**src/logic/odt_pkg.sv**
```systemverilog
// package for the termination control pair: mode register fields, timing, states
// assumes a single 100 MHz clock shared by controller and device ends
package odt_pkg;

    // clock rate
    localparam int CLK_MHZ = 100;

    // mode register indices and field positions
    localparam logic [2:0] MR1_IDX  = 3'h1;
    localparam logic [2:0] MR2_IDX  = 3'h2;
    localparam logic [2:0] MR5_IDX  = 3'h5;
    localparam int MR1_DLL_BIT      = 0;
    localparam int MR1_NOM_LSB      = 8;
    localparam int MR2_WR_LSB       = 9;
    localparam int MR5_BUFDIS_BIT   = 5;
    localparam int MR5_PARK_LSB     = 6;
    localparam logic [2:0] RTT_OFF  = 3'h0;

    // reset values of the device mode fields
    localparam logic       DLL_EN_RST = 1'h0;
    localparam logic       BUFDIS_RST = 1'h0;
    localparam logic [2:0] RTT_RST    = 3'h0;

    // termination selection presented by the device
    localparam logic [1:0] SEL_PARK = 2'h0;
    localparam logic [1:0] SEL_NOM  = 2'h1;

    // asynchronous turn-on / turn-off times, longest figure, rounded down but never below one cycle
    localparam int T_AONAS_NS = 9;
    localparam int T_AOFAS_NS = 9;
    localparam int AONAS_CYC_RAW = (T_AONAS_NS * CLK_MHZ) / 1000;
    localparam int AOFAS_CYC_RAW = (T_AOFAS_NS * CLK_MHZ) / 1000;
    localparam logic [7:0] AONAS_CYC = (AONAS_CYC_RAW < 1) ? 8'h01 : 8'(AONAS_CYC_RAW);
    localparam logic [7:0] AOFAS_CYC = (AOFAS_CYC_RAW < 1) ? 8'h01 : 8'(AOFAS_CYC_RAW);

    // latency used while the dll runs (synchronous mode lies outside this block)
    localparam logic [7:0] SYNC_LAT_CYC = 8'h07;
    // write latency, used for the power-down entry uncertainty window
    localparam logic [7:0] WL_CYC       = 8'h09;
    localparam logic [7:0] ANPD_CYC     = WL_CYC - 8'h01;

    // power-down entry and exit spacing
    localparam logic [7:0] DODTOFF_CYC  = 8'h07;
    localparam logic [7:0] PRE_CYC      = DODTOFF_CYC + 8'h01;
    localparam logic [7:0] CPDED_CYC    = 8'h04;
    localparam int T_XP_NS = 24;
    localparam logic [7:0] XP_CYC = 8'((T_XP_NS * CLK_MHZ + 999) / 1000);

    // average refresh interval: 7800 ns normal, 3900 ns when hot
    localparam int T_REFI_NS     = 7800;
    localparam int T_REFI_HOT_NS = 3900;
    localparam logic [15:0] REFI_CYC     = 16'((T_REFI_NS * CLK_MHZ) / 1000);
    localparam logic [15:0] REFI_HOT_CYC = 16'((T_REFI_HOT_NS * CLK_MHZ) / 1000);

    // controller register map (byte addresses)
    localparam logic [3:0] REG_CTRL   = 4'h0;
    localparam logic [3:0] REG_MRS    = 4'h4;
    localparam logic [3:0] REG_STATUS = 4'h8;
    localparam logic [3:0] REG_REFCNT = 4'hc;
    localparam int CTRL_PD_BIT   = 0;
    localparam int CTRL_ODT_BIT  = 1;
    localparam int CTRL_HOT_BIT  = 2;
    localparam int MRS_IDX_LSB   = 14;

    // controller power-down sequence
    typedef enum logic [2:0] {
        ODT_ST_ACT,
        ODT_ST_PRE,
        ODT_ST_ENT,
        ODT_ST_FLT,
        ODT_ST_EXIT
    } odt_st_t;

endpackage : odt_pkg

```
**src/logic/odt_if.sv**
```systemverilog
// link between controller and device: cke, odt pin, mode register writes
// assumes both ends run on the same clock; the odt wire is resolved here
`timescale 1ns/1ps
interface odt_if;
    logic        cke;
    logic        odt_out;
    logic        odt_oe;
    wire         odt_pin;
    logic        mrs_we;
    logic [2:0]  mrs_idx;
    logic [13:0] mrs_addr;

    // released odt shows the inverse of the last level; the device must not rely on it
    assign odt_pin = odt_oe ? odt_out : ~odt_out;

    modport ctl (output cke, output odt_out, output odt_oe,
                 output mrs_we, output mrs_idx, output mrs_addr);
    modport dev (input cke, input odt_pin, input mrs_we, input mrs_idx, input mrs_addr);
endinterface : odt_if

```
**src/logic/odt_dly.sv**
```systemverilog
// loadable down counter giving a one-cycle done pulse after the loaded count
// assumes load value of at least one; a new load restarts the count
`timescale 1ns/1ps
module odt_dly (
    input  wire logic       clk_i,
    input  wire logic       rst_i,
    input  wire logic       ce_i,
    input  wire logic       load_i,
    input  wire logic [7:0] val_i,
    output logic            busy_o,
    output logic            done_o
);
    logic [7:0] cnt_r;

    // count down; done pulses on the edge the count reaches zero
    always_ff @(posedge clk_i) begin
        if (rst_i) begin
            cnt_r  <= 8'h00;
            done_o <= 1'b0;
        end else if (ce_i) begin
            done_o <= 1'b0;
            if (load_i) begin
                cnt_r <= val_i;
            end else if (cnt_r != 8'h00) begin
                cnt_r <= cnt_r - 8'h01;
                if (cnt_r == 8'h01) begin
                    done_o <= 1'b1;
                end
            end
        end
    end

    assign busy_o = (cnt_r != 8'h00);
endmodule : odt_dly

```
**src/logic/odt_ctl.sv**
```systemverilog
// controller end: wishbone registers, power-down odt sequencing, refresh pacing
// assumes a classic wishbone master on the same clock and the device on lnk
//
// Implementation choices: the placing of the registers and the Wishbone slave port.
`timescale 1ns/1ps
module odt_ctl
    import odt_pkg::*;
(
    input  wire logic        clk_i,
    input  wire logic        rst_i,
    input  wire logic        ce_i,
    input  wire logic        wb_cyc_i,
    input  wire logic        wb_stb_i,
    input  wire logic        wb_we_i,
    input  wire logic [3:0]  wb_adr_i,
    input  wire logic [3:0]  wb_sel_i,
    input  wire logic [31:0] wb_dat_i,
    output logic [31:0]      wb_dat_o,
    output logic             wb_ack_o,
    output logic             ref_o,
    odt_if.ctl               lnk
);

    ////////////////////////////////////////////////////////////////////////////
    // wishbone slave

    logic [2:0]  ctrl_r;
    logic [16:0] mrs_r;
    logic        mrs_go_r;
    logic        dll_en_r;
    logic        bufdis_r;
    logic [15:0] refcnt_r;
    odt_st_t     st_r;
    logic        wr_hit;
    logic [31:0] mask;
    logic [31:0] mrs_new;

    assign mask = {{8{wb_sel_i[3]}}, {8{wb_sel_i[2]}}, {8{wb_sel_i[1]}}, {8{wb_sel_i[0]}}};
    assign wr_hit = wb_cyc_i && wb_stb_i && wb_ack_o && wb_we_i;
    assign mrs_new = ({15'h0000, mrs_r} & ~mask) | (wb_dat_i & mask);

    // ack one cycle after the request, dropped the next; writes land with ack
    always_ff @(posedge clk_i) begin
        if (rst_i) begin
            wb_ack_o <= 1'b0;
            wb_dat_o <= 32'h00000000;
        end else if (ce_i) begin
            wb_ack_o <= wb_cyc_i && wb_stb_i && !wb_ack_o;
            case (wb_adr_i)
                REG_CTRL:   wb_dat_o <= {29'h00000000, ctrl_r};
                REG_MRS:    wb_dat_o <= {15'h0000, mrs_r};
                REG_STATUS: wb_dat_o <= {27'h0000000, lnk.odt_oe, lnk.cke, st_r};
                REG_REFCNT: wb_dat_o <= {16'h0000, refcnt_r};
                default:    wb_dat_o <= 32'h00000000;
            endcase
        end
    end

    // control bits and mode register command
    always_ff @(posedge clk_i) begin
        if (rst_i) begin
            ctrl_r   <= 3'h0;
            mrs_r    <= 17'h00000;
            mrs_go_r <= 1'b0;
        end else if (ce_i) begin
            mrs_go_r <= 1'b0;
            if (wr_hit && wb_adr_i == REG_CTRL && wb_sel_i[0]) begin
                ctrl_r <= wb_dat_i[2:0];
            end
            if (wr_hit && wb_adr_i == REG_MRS) begin
                mrs_r    <= mrs_new[16:0];
                mrs_go_r <= 1'b1;
            end
        end
    end

    ////////////////////////////////////////////////////////////////////////////
    // mode register issue, with a shadow of the bits this end depends on

    logic [13:0] mrs_addr_fix;
    logic [2:0]  mrs_idx;

    assign mrs_idx = mrs_r[MRS_IDX_LSB +: 3];

    // with the dll off, write termination is forced to zero before issue
    always_comb begin
        mrs_addr_fix = mrs_r[13:0];
        if (mrs_idx == MR2_IDX && !dll_en_r) begin
            mrs_addr_fix[MR2_WR_LSB +: 3] = RTT_OFF; // RQ12
        end
    end

    always_ff @(posedge clk_i) begin
        if (rst_i) begin
            lnk.mrs_we   <= 1'b0;
            lnk.mrs_idx  <= 3'h0;
            lnk.mrs_addr <= 14'h0000;
            dll_en_r     <= DLL_EN_RST;
            bufdis_r     <= BUFDIS_RST;
        end else if (ce_i) begin
            lnk.mrs_we <= mrs_go_r;
            if (mrs_go_r) begin
                lnk.mrs_idx  <= mrs_idx;
                lnk.mrs_addr <= mrs_addr_fix;
                if (mrs_idx == MR1_IDX) begin
                    dll_en_r <= mrs_r[MR1_DLL_BIT];
                end
                if (mrs_idx == MR5_IDX) begin
                    bufdis_r <= mrs_r[MR5_BUFDIS_BIT];
                end
            end
        end
    end

    ////////////////////////////////////////////////////////////////////////////
    // power-down sequencing

    logic       dly_load;
    logic [7:0] dly_val;
    logic       dly_done;

    odt_dly u_dly (
        .clk_i  (clk_i),
        .rst_i  (rst_i),
        .ce_i   (ce_i),
        .load_i (dly_load),
        .val_i  (dly_val),
        .busy_o (),
        .done_o (dly_done)
    );

    // odt is frozen from entry request until the entry delay runs out; the
    // float only happens when the device has its buffer switched off
    always_ff @(posedge clk_i) begin
        if (rst_i) begin
            st_r        <= ODT_ST_ACT;
            lnk.cke     <= 1'b1;
            lnk.odt_out <= 1'b0;
            lnk.odt_oe  <= 1'b1;
            dly_load    <= 1'b0;
            dly_val     <= 8'h00;
        end else if (ce_i) begin
            dly_load <= 1'b0;
            case (st_r)
                ODT_ST_ACT: begin
                    lnk.odt_out <= ctrl_r[CTRL_ODT_BIT];
                    if (ctrl_r[CTRL_PD_BIT] && !dly_load) begin
                        st_r     <= ODT_ST_PRE;
                        dly_load <= 1'b1;
                        dly_val  <= PRE_CYC; // RQ6
                    end
                end
                ODT_ST_PRE: begin
                    if (dly_done) begin
                        lnk.cke  <= 1'b0;
                        st_r     <= ODT_ST_ENT;
                        dly_load <= 1'b1;
                        dly_val  <= CPDED_CYC; // RQ6
                    end
                end
                ODT_ST_ENT: begin
                    if (dly_done) begin
                        lnk.odt_oe <= !bufdis_r; // RQ7
                        st_r       <= ODT_ST_FLT;
                    end
                end
                ODT_ST_FLT: begin
                    if (!ctrl_r[CTRL_PD_BIT]) begin
                        lnk.cke     <= 1'b1;
                        lnk.odt_out <= 1'b0; // RQ9
                        lnk.odt_oe  <= 1'b1; // RQ9
                        st_r        <= ODT_ST_EXIT;
                        dly_load    <= 1'b1;
                        dly_val     <= XP_CYC;
                    end
                end
                ODT_ST_EXIT: begin
                    if (dly_done) begin
                        st_r <= ODT_ST_ACT;
                    end
                end
                default: begin
                    st_r <= ODT_ST_ACT;
                end
            endcase
        end
    end

    ////////////////////////////////////////////////////////////////////////////
    // refresh pacing: the hot bit halves the interval

    logic [15:0] ref_tmr_r;

    always_ff @(posedge clk_i) begin
        if (rst_i) begin
            ref_tmr_r <= 16'h0000;
            ref_o     <= 1'b0;
            refcnt_r  <= 16'h0000;
        end else if (ce_i) begin
            ref_o <= 1'b0;
            if (ref_tmr_r >= (ctrl_r[CTRL_HOT_BIT] ? REFI_HOT_CYC : REFI_CYC) - 16'h0001) begin
                ref_tmr_r <= 16'h0000; // RQ10
                ref_o     <= 1'b1;
                refcnt_r  <= refcnt_r + 16'h0001;
            end else begin
                ref_tmr_r <= ref_tmr_r + 16'h0001;
            end
        end
    end

endmodule : odt_ctl

```
**src/flat_wrapper.sv**
```systemverilog
// flat-port wrapper written by rule: the top's interface ports become plain ports
module odt_ctl_flat import odt_pkg::*;
  (clk_i, rst_i, ce_i, wb_cyc_i, wb_stb_i, wb_we_i, wb_adr_i, wb_sel_i, wb_dat_i, wb_dat_o, wb_ack_o, ref_o, lnk_cke, lnk_odt_out, lnk_odt_oe, lnk_mrs_we, lnk_mrs_idx, lnk_mrs_addr);
  odt_if lnk_i ();
  input  wire logic clk_i;
  input  wire logic rst_i;
  input  wire logic ce_i;
  input  wire logic wb_cyc_i;
  input  wire logic wb_stb_i;
  input  wire logic wb_we_i;
  input  wire logic [3:0] wb_adr_i;
  input  wire logic [3:0] wb_sel_i;
  input  wire logic [31:0] wb_dat_i;
  output logic [31:0] wb_dat_o;
  output logic wb_ack_o;
  output logic ref_o;
  output wire logic [$bits(lnk_i.cke)-1:0] lnk_cke;
  output wire logic [$bits(lnk_i.odt_out)-1:0] lnk_odt_out;
  output wire logic [$bits(lnk_i.odt_oe)-1:0] lnk_odt_oe;
  output wire logic [$bits(lnk_i.mrs_we)-1:0] lnk_mrs_we;
  output wire logic [$bits(lnk_i.mrs_idx)-1:0] lnk_mrs_idx;
  output wire logic [$bits(lnk_i.mrs_addr)-1:0] lnk_mrs_addr;
  assign lnk_cke = lnk_i.cke;
  assign lnk_odt_out = lnk_i.odt_out;
  assign lnk_odt_oe = lnk_i.odt_oe;
  assign lnk_mrs_we = lnk_i.mrs_we;
  assign lnk_mrs_idx = lnk_i.mrs_idx;
  assign lnk_mrs_addr = lnk_i.mrs_addr;
  odt_ctl u_core (.clk_i(clk_i), .rst_i(rst_i), .ce_i(ce_i), .wb_cyc_i(wb_cyc_i), .wb_stb_i(wb_stb_i), .wb_we_i(wb_we_i), .wb_adr_i(wb_adr_i), .wb_sel_i(wb_sel_i), .wb_dat_i(wb_dat_i), .wb_dat_o(wb_dat_o), .wb_ack_o(wb_ack_o), .ref_o(ref_o), .lnk(lnk_i));
endmodule
```
**config.mk**
```make
export PLATFORM = sky130hd
export DESIGN_NAME = odt_ctl_flat
export DESIGN_NICKNAME = d
export VERILOG_FILES = /design/src/logic/odt_pkg.sv /design/src/logic/odt_if.sv /design/src/logic/odt_dly.sv /design/src/logic/odt_ctl.sv /design/src/flat_wrapper.sv
export SDC_FILE = /design/constraint.sdc
export NUM_CORES = 1
export LEC_CHECK = 0
export BUFFER_PORTS_ARGS = -buffer_cell sky130_fd_sc_hd__buf_2
export CORE_MARGIN = 10
export CORE_UTILIZATION = 30
export CTS_BUF_LIST = sky130_fd_sc_hd__clkbuf_16
export DETAILED_ROUTE_END_ITERATION = 6
export HOLD_SLACK_MARGIN = 0.02
export SETUP_SLACK_MARGIN = 0.02
export SKIP_CTS_REPAIR_TIMING = 1
export SYNTH_ARGS = -nofsm -noshare
export SYNTH_HDL_FRONTEND = slang
export SYNTH_SLANG_ARGS = --single-unit
export TNS_END_PERCENT = 50
```
**constraint.sdc**
```tcl
create_clock -name clk_i -period 2 [get_ports clk_i]
set_clock_uncertainty 0.15 [all_clocks]
set_input_delay 0 -clock clk_i [delete_from_list [all_inputs] [get_ports clk_i]]
set_output_delay 0 -clock clk_i [all_outputs]
set_load 0.005 [all_outputs]
```
==> out/summary.md <==
Outcome
- run status: finished with violations
- failing checks: setup timing

STA
- Least-Margin Pin Slew: 0.546 ns
- final hold violation count: 0
- worst relative slew slack: 63.5%
- Setup Viol. Count Final: 31
- fin crit share: 111%
- setup repair after global routing missed its margin: true
- Max Freq: 0.452 GHz
- Slew Viols, Final: 0
- sum of negative setup slack: -3.60 ns
- Final Worst Setup Slack: -0.213 ns
- post-layout minimum cycle time: 2.21 ns

Placed design
- area of placed instances: 5800 um2
- number of cells in the design after placement: 888
- Port Buffer Count: 69
- final weighted congestion of routability-driven global placement: 0.819
- DP HPWL: 10000 um

Die
- area of the placeable core: 16500 um2
- die span in y: 150 um
- effective utilization at floorplan: 30.5%
- # rows: 47
- io pins: 101
- DIE AREA: 22400 um2
- DIE WIDTH: 150 um

Yosys
- average footprint of a synthesized cell: 8.55 um2
- FFs w/ async S/R, synth: 0%
- total of warnings raised by yosys: 0
- cell types with the largest area share after synthesis: sky130_fd_sc_hd__dfxtp_1 44%, sky130_fd_sc_hd__nor2_1 6.6%, sky130_fd_sc_hd__a21oi_1 6.3%
- cell taking the most area after synthesis: sky130_fd_sc_hd__dfxtp_1
- library cell with the highest instance count after synthesis: sky130_fd_sc_hd__dfxtp_1
- Synth Instances: 589
- synthesized flop and latch total: 111
- number of enable flip-flop cells after synthesis: 0
- portion of synthesized cell area occupied by the leading cell type: 44.1%
- Top FF cell, synth: sky130_fd_sc_hd__dfxtp_1
- Syn Std Cell Area: 5040 um2
- Netlist cell types: 54
- top cells by count, synth: 111 x sky130_fd_sc_hd__dfxtp_1, 89 x sky130_fd_sc_hd__nor2_1, 65 x sky130_fd_sc_hd__nand2_1
- proportion of synthesized chip area in sequential cells: 44.1%

Global route
- number of global-route vias before repair: 4048
- wire length of the first global-routing pass: 21600 um
- total routing usage reported by global routing: 11.7%
- antenna violations before repair: 0
- remaining global-route overflow: 0
- maximum number of pins on one net before global-route repair: 87

Clocking
- clock root buffer master: sky130_fd_sc_hd__clkbuf_16
- Clock Pin Slew Worst Setup and Hold Paths: 0.08 ns
- CTS tree: yes
- maximum buffer depth of the clock tree: 2
- H-Tree Depth: 3
- CTS sink cnt: 111
- clock insertion delay at the later pin of the skew report: 0.36 ns
- CTS buffer count: 9

Power and ir drop
- static leakage: 2.76 nW
- PD cells: 787 nW/um2
- Final Power: 5.07 mW
- Max IR drop VDD: 0.438 mV

Hold path
- class of the most critical hold timing path: input pin to flop
- endpoint of the worst hold path: u_core.wb_dat_o[16]
- hold depth: 5
- Worst Hold Launch: wb_adr_i[0]

Setup path
- largest fanout of any net on the critical path: 22
- critical path capture point type: flop
- internal reg-to-reg setup slack: -0.21 ns
- critical path class: flop to flop
- count of cells along the worst register-to-register path: 7
- reg-to-reg critical path startpoint: u_core.ctrl_r[2]
- data arrival time of the critical path: 2.35 ns
- type of origin of the critical path: flop
- worst reg2reg endpoint: u_core.refcnt_r[7]
- Data required, critical path: 2.14 ns

Flow run
- count of max-cap constraint violations: 0

Detailed routing
- number of antenna-violating nets in the routed design: 0
- per-cell routed wire length: 15.0 um
- detailed-route DRC error count: 0
- length of the first detailed-routing pass in iterations: 4
- iteration-0 DRC count of the detailed router: 218
- total routed wirelength: 14000 um
- via total after detailed routing: 4479
- Via density: 4.80

Final layout
- Final #Nets: 762
- final instance area: 6440 um2
- fraction of layout instances using a drive strength above 1: 21.1%
- final-layout fill cell count: 1664
- Layout Cells excl Fill: 933
- utilization after layout: 39.0%
- area overhead of the layout relative to synthesis: 27.8%

-- logic make-up after synthesis --
kind of cell	after synthesis	share of synthesized area [%]
AO/OA/AOI/OAI	124	15.5
adder cells (fa/ha/maj)	10	2.48
buffers and inverters	56	5.84
multiplexers	30	6.51
XOR/XNOR	16	2.78
flip-flops	111	44.1
other	1	0.0744
AND/OR/NAND/NOR	241	22.7
-- worst max-delay path by stage --
stage	from	endpoint	slack [ns]	cells after the start
final	u_core.ctrl_r[2]	u_core.refcnt_r[7]	-0.21	7
after floorplan	u_core.ctrl_r[2]	u_core.refcnt_r[1]	-0.02	8
after global routing	u_core.ctrl_r[2]	u_core.refcnt_r[7]	-0.29	7
after detailed placement	u_core.ctrl_r[2]	u_core.refcnt_r[15]	-0.22	8
after global placement	u_core.ctrl_r[2]	u_core.refcnt_r[5]	-0.15	8
after CTS	u_core.ctrl_r[2]	u_core.refcnt_r[15]	-0.22	8
-- per-stage QoR --
step           worst slack [ns]  hold WS, ns
5_1_grt                  -0.291       0.0822
6_report                 -0.213       0.0607
3_3_place_gp             -0.151       0.0864
2_1_floorplan           -0.0172     -0.00618
3_5_place_dp             -0.216       0.0871
4_1_cts                  -0.223       -0.287
-- power breakdown --
part | total, mW | switching [mW] | leakage [nW] | internal (mW)
Sequential | 2.34 | 0.0565 | 0.896 | 2.28
Clock | 1.93 | 0.917 | 0.159 | 1.02
Combinational | 0.795 | 0.406 | 1.70 | 0.389
Total | 5.07 | 1.38 | 2.76 | 3.69
-- layout by cell type, fill, tap and decap left out, types with 7 or more instances in the layout --
cell	synthesis	routed
sky130_fd_sc_hd__a21oi_1	63	61
sky130_fd_sc_hd__xor2_1	10	10
sky130_fd_sc_hd__buf_2	4	69
sky130_fd_sc_hd__nand4_1	7	7
sky130_fd_sc_hd__dlygate4sd3_1	0	26
sky130_fd_sc_hd__or3_1	12	12
sky130_fd_sc_hd__nand3_1	13	13
sky130_fd_sc_hd__o21ai_0	14	13
sky130_fd_sc_hd__inv_1	8	7
sky130_fd_sc_hd__nand2_1	65	65
sky130_fd_sc_hd__ha_1	10	9
sky130_fd_sc_hd__and3_1	11	10
sky130_fd_sc_hd__a22oi_1	17	17
sky130_fd_sc_hd__mux2i_1	26	26
sky130_fd_sc_hd__conb_1	1	15
sky130_fd_sc_hd__dfxtp_1	111	110
sky130_fd_sc_hd__nor2_1	89	89
sky130_fd_sc_hd__buf_4	15	40
sky130_fd_sc_hd__clkbuf_16	0	9
-- cell type report --
type	count	area [um2]	share of cell area, %
well taps	220	275	4.27
inverters	10	37.5	0.583
diodes	2	5.00	0.0777
multi-input cells	436	2620	40.6
clock buffers	9	225	3.50
repair buffers	138	957	14.9
clock inverters	7	97.6	1.52
flip-flops and latches	111	2230	34.6
-- layer usage --
| metal | vias up | track usage (%) | share of wire [%] |
|---|---|---|---|
| li1 | 2272 | - | - |
| met1 | 2088 | 16.6 | 49 |
| met2 | 111 | 17.0 | 43 |
| met3 | 8 | 2.60 | 6.9 |
| met4 | 0 | 4.22 | 1.2 |
| met5 | - | 0 | 0 |
-- worst max-delay path, stage by stage, from the launching register on --
cell and delay (ns):
sky130_fd_sc_hd__dfxtp_4 0.37, sky130_fd_sc_hd__ha_1 0.27, sky130_fd_sc_hd__and4bb_2 0.27, sky130_fd_sc_hd__and3_4 0.20, sky130_fd_sc_hd__a22oi_4 0.08, sky130_fd_sc_hd__buf_12 0.17, sky130_fd_sc_hd__or4_1 0.50, sky130_fd_sc_hd__a21oi_1 0.14
(Power assumes the default switching activity.)
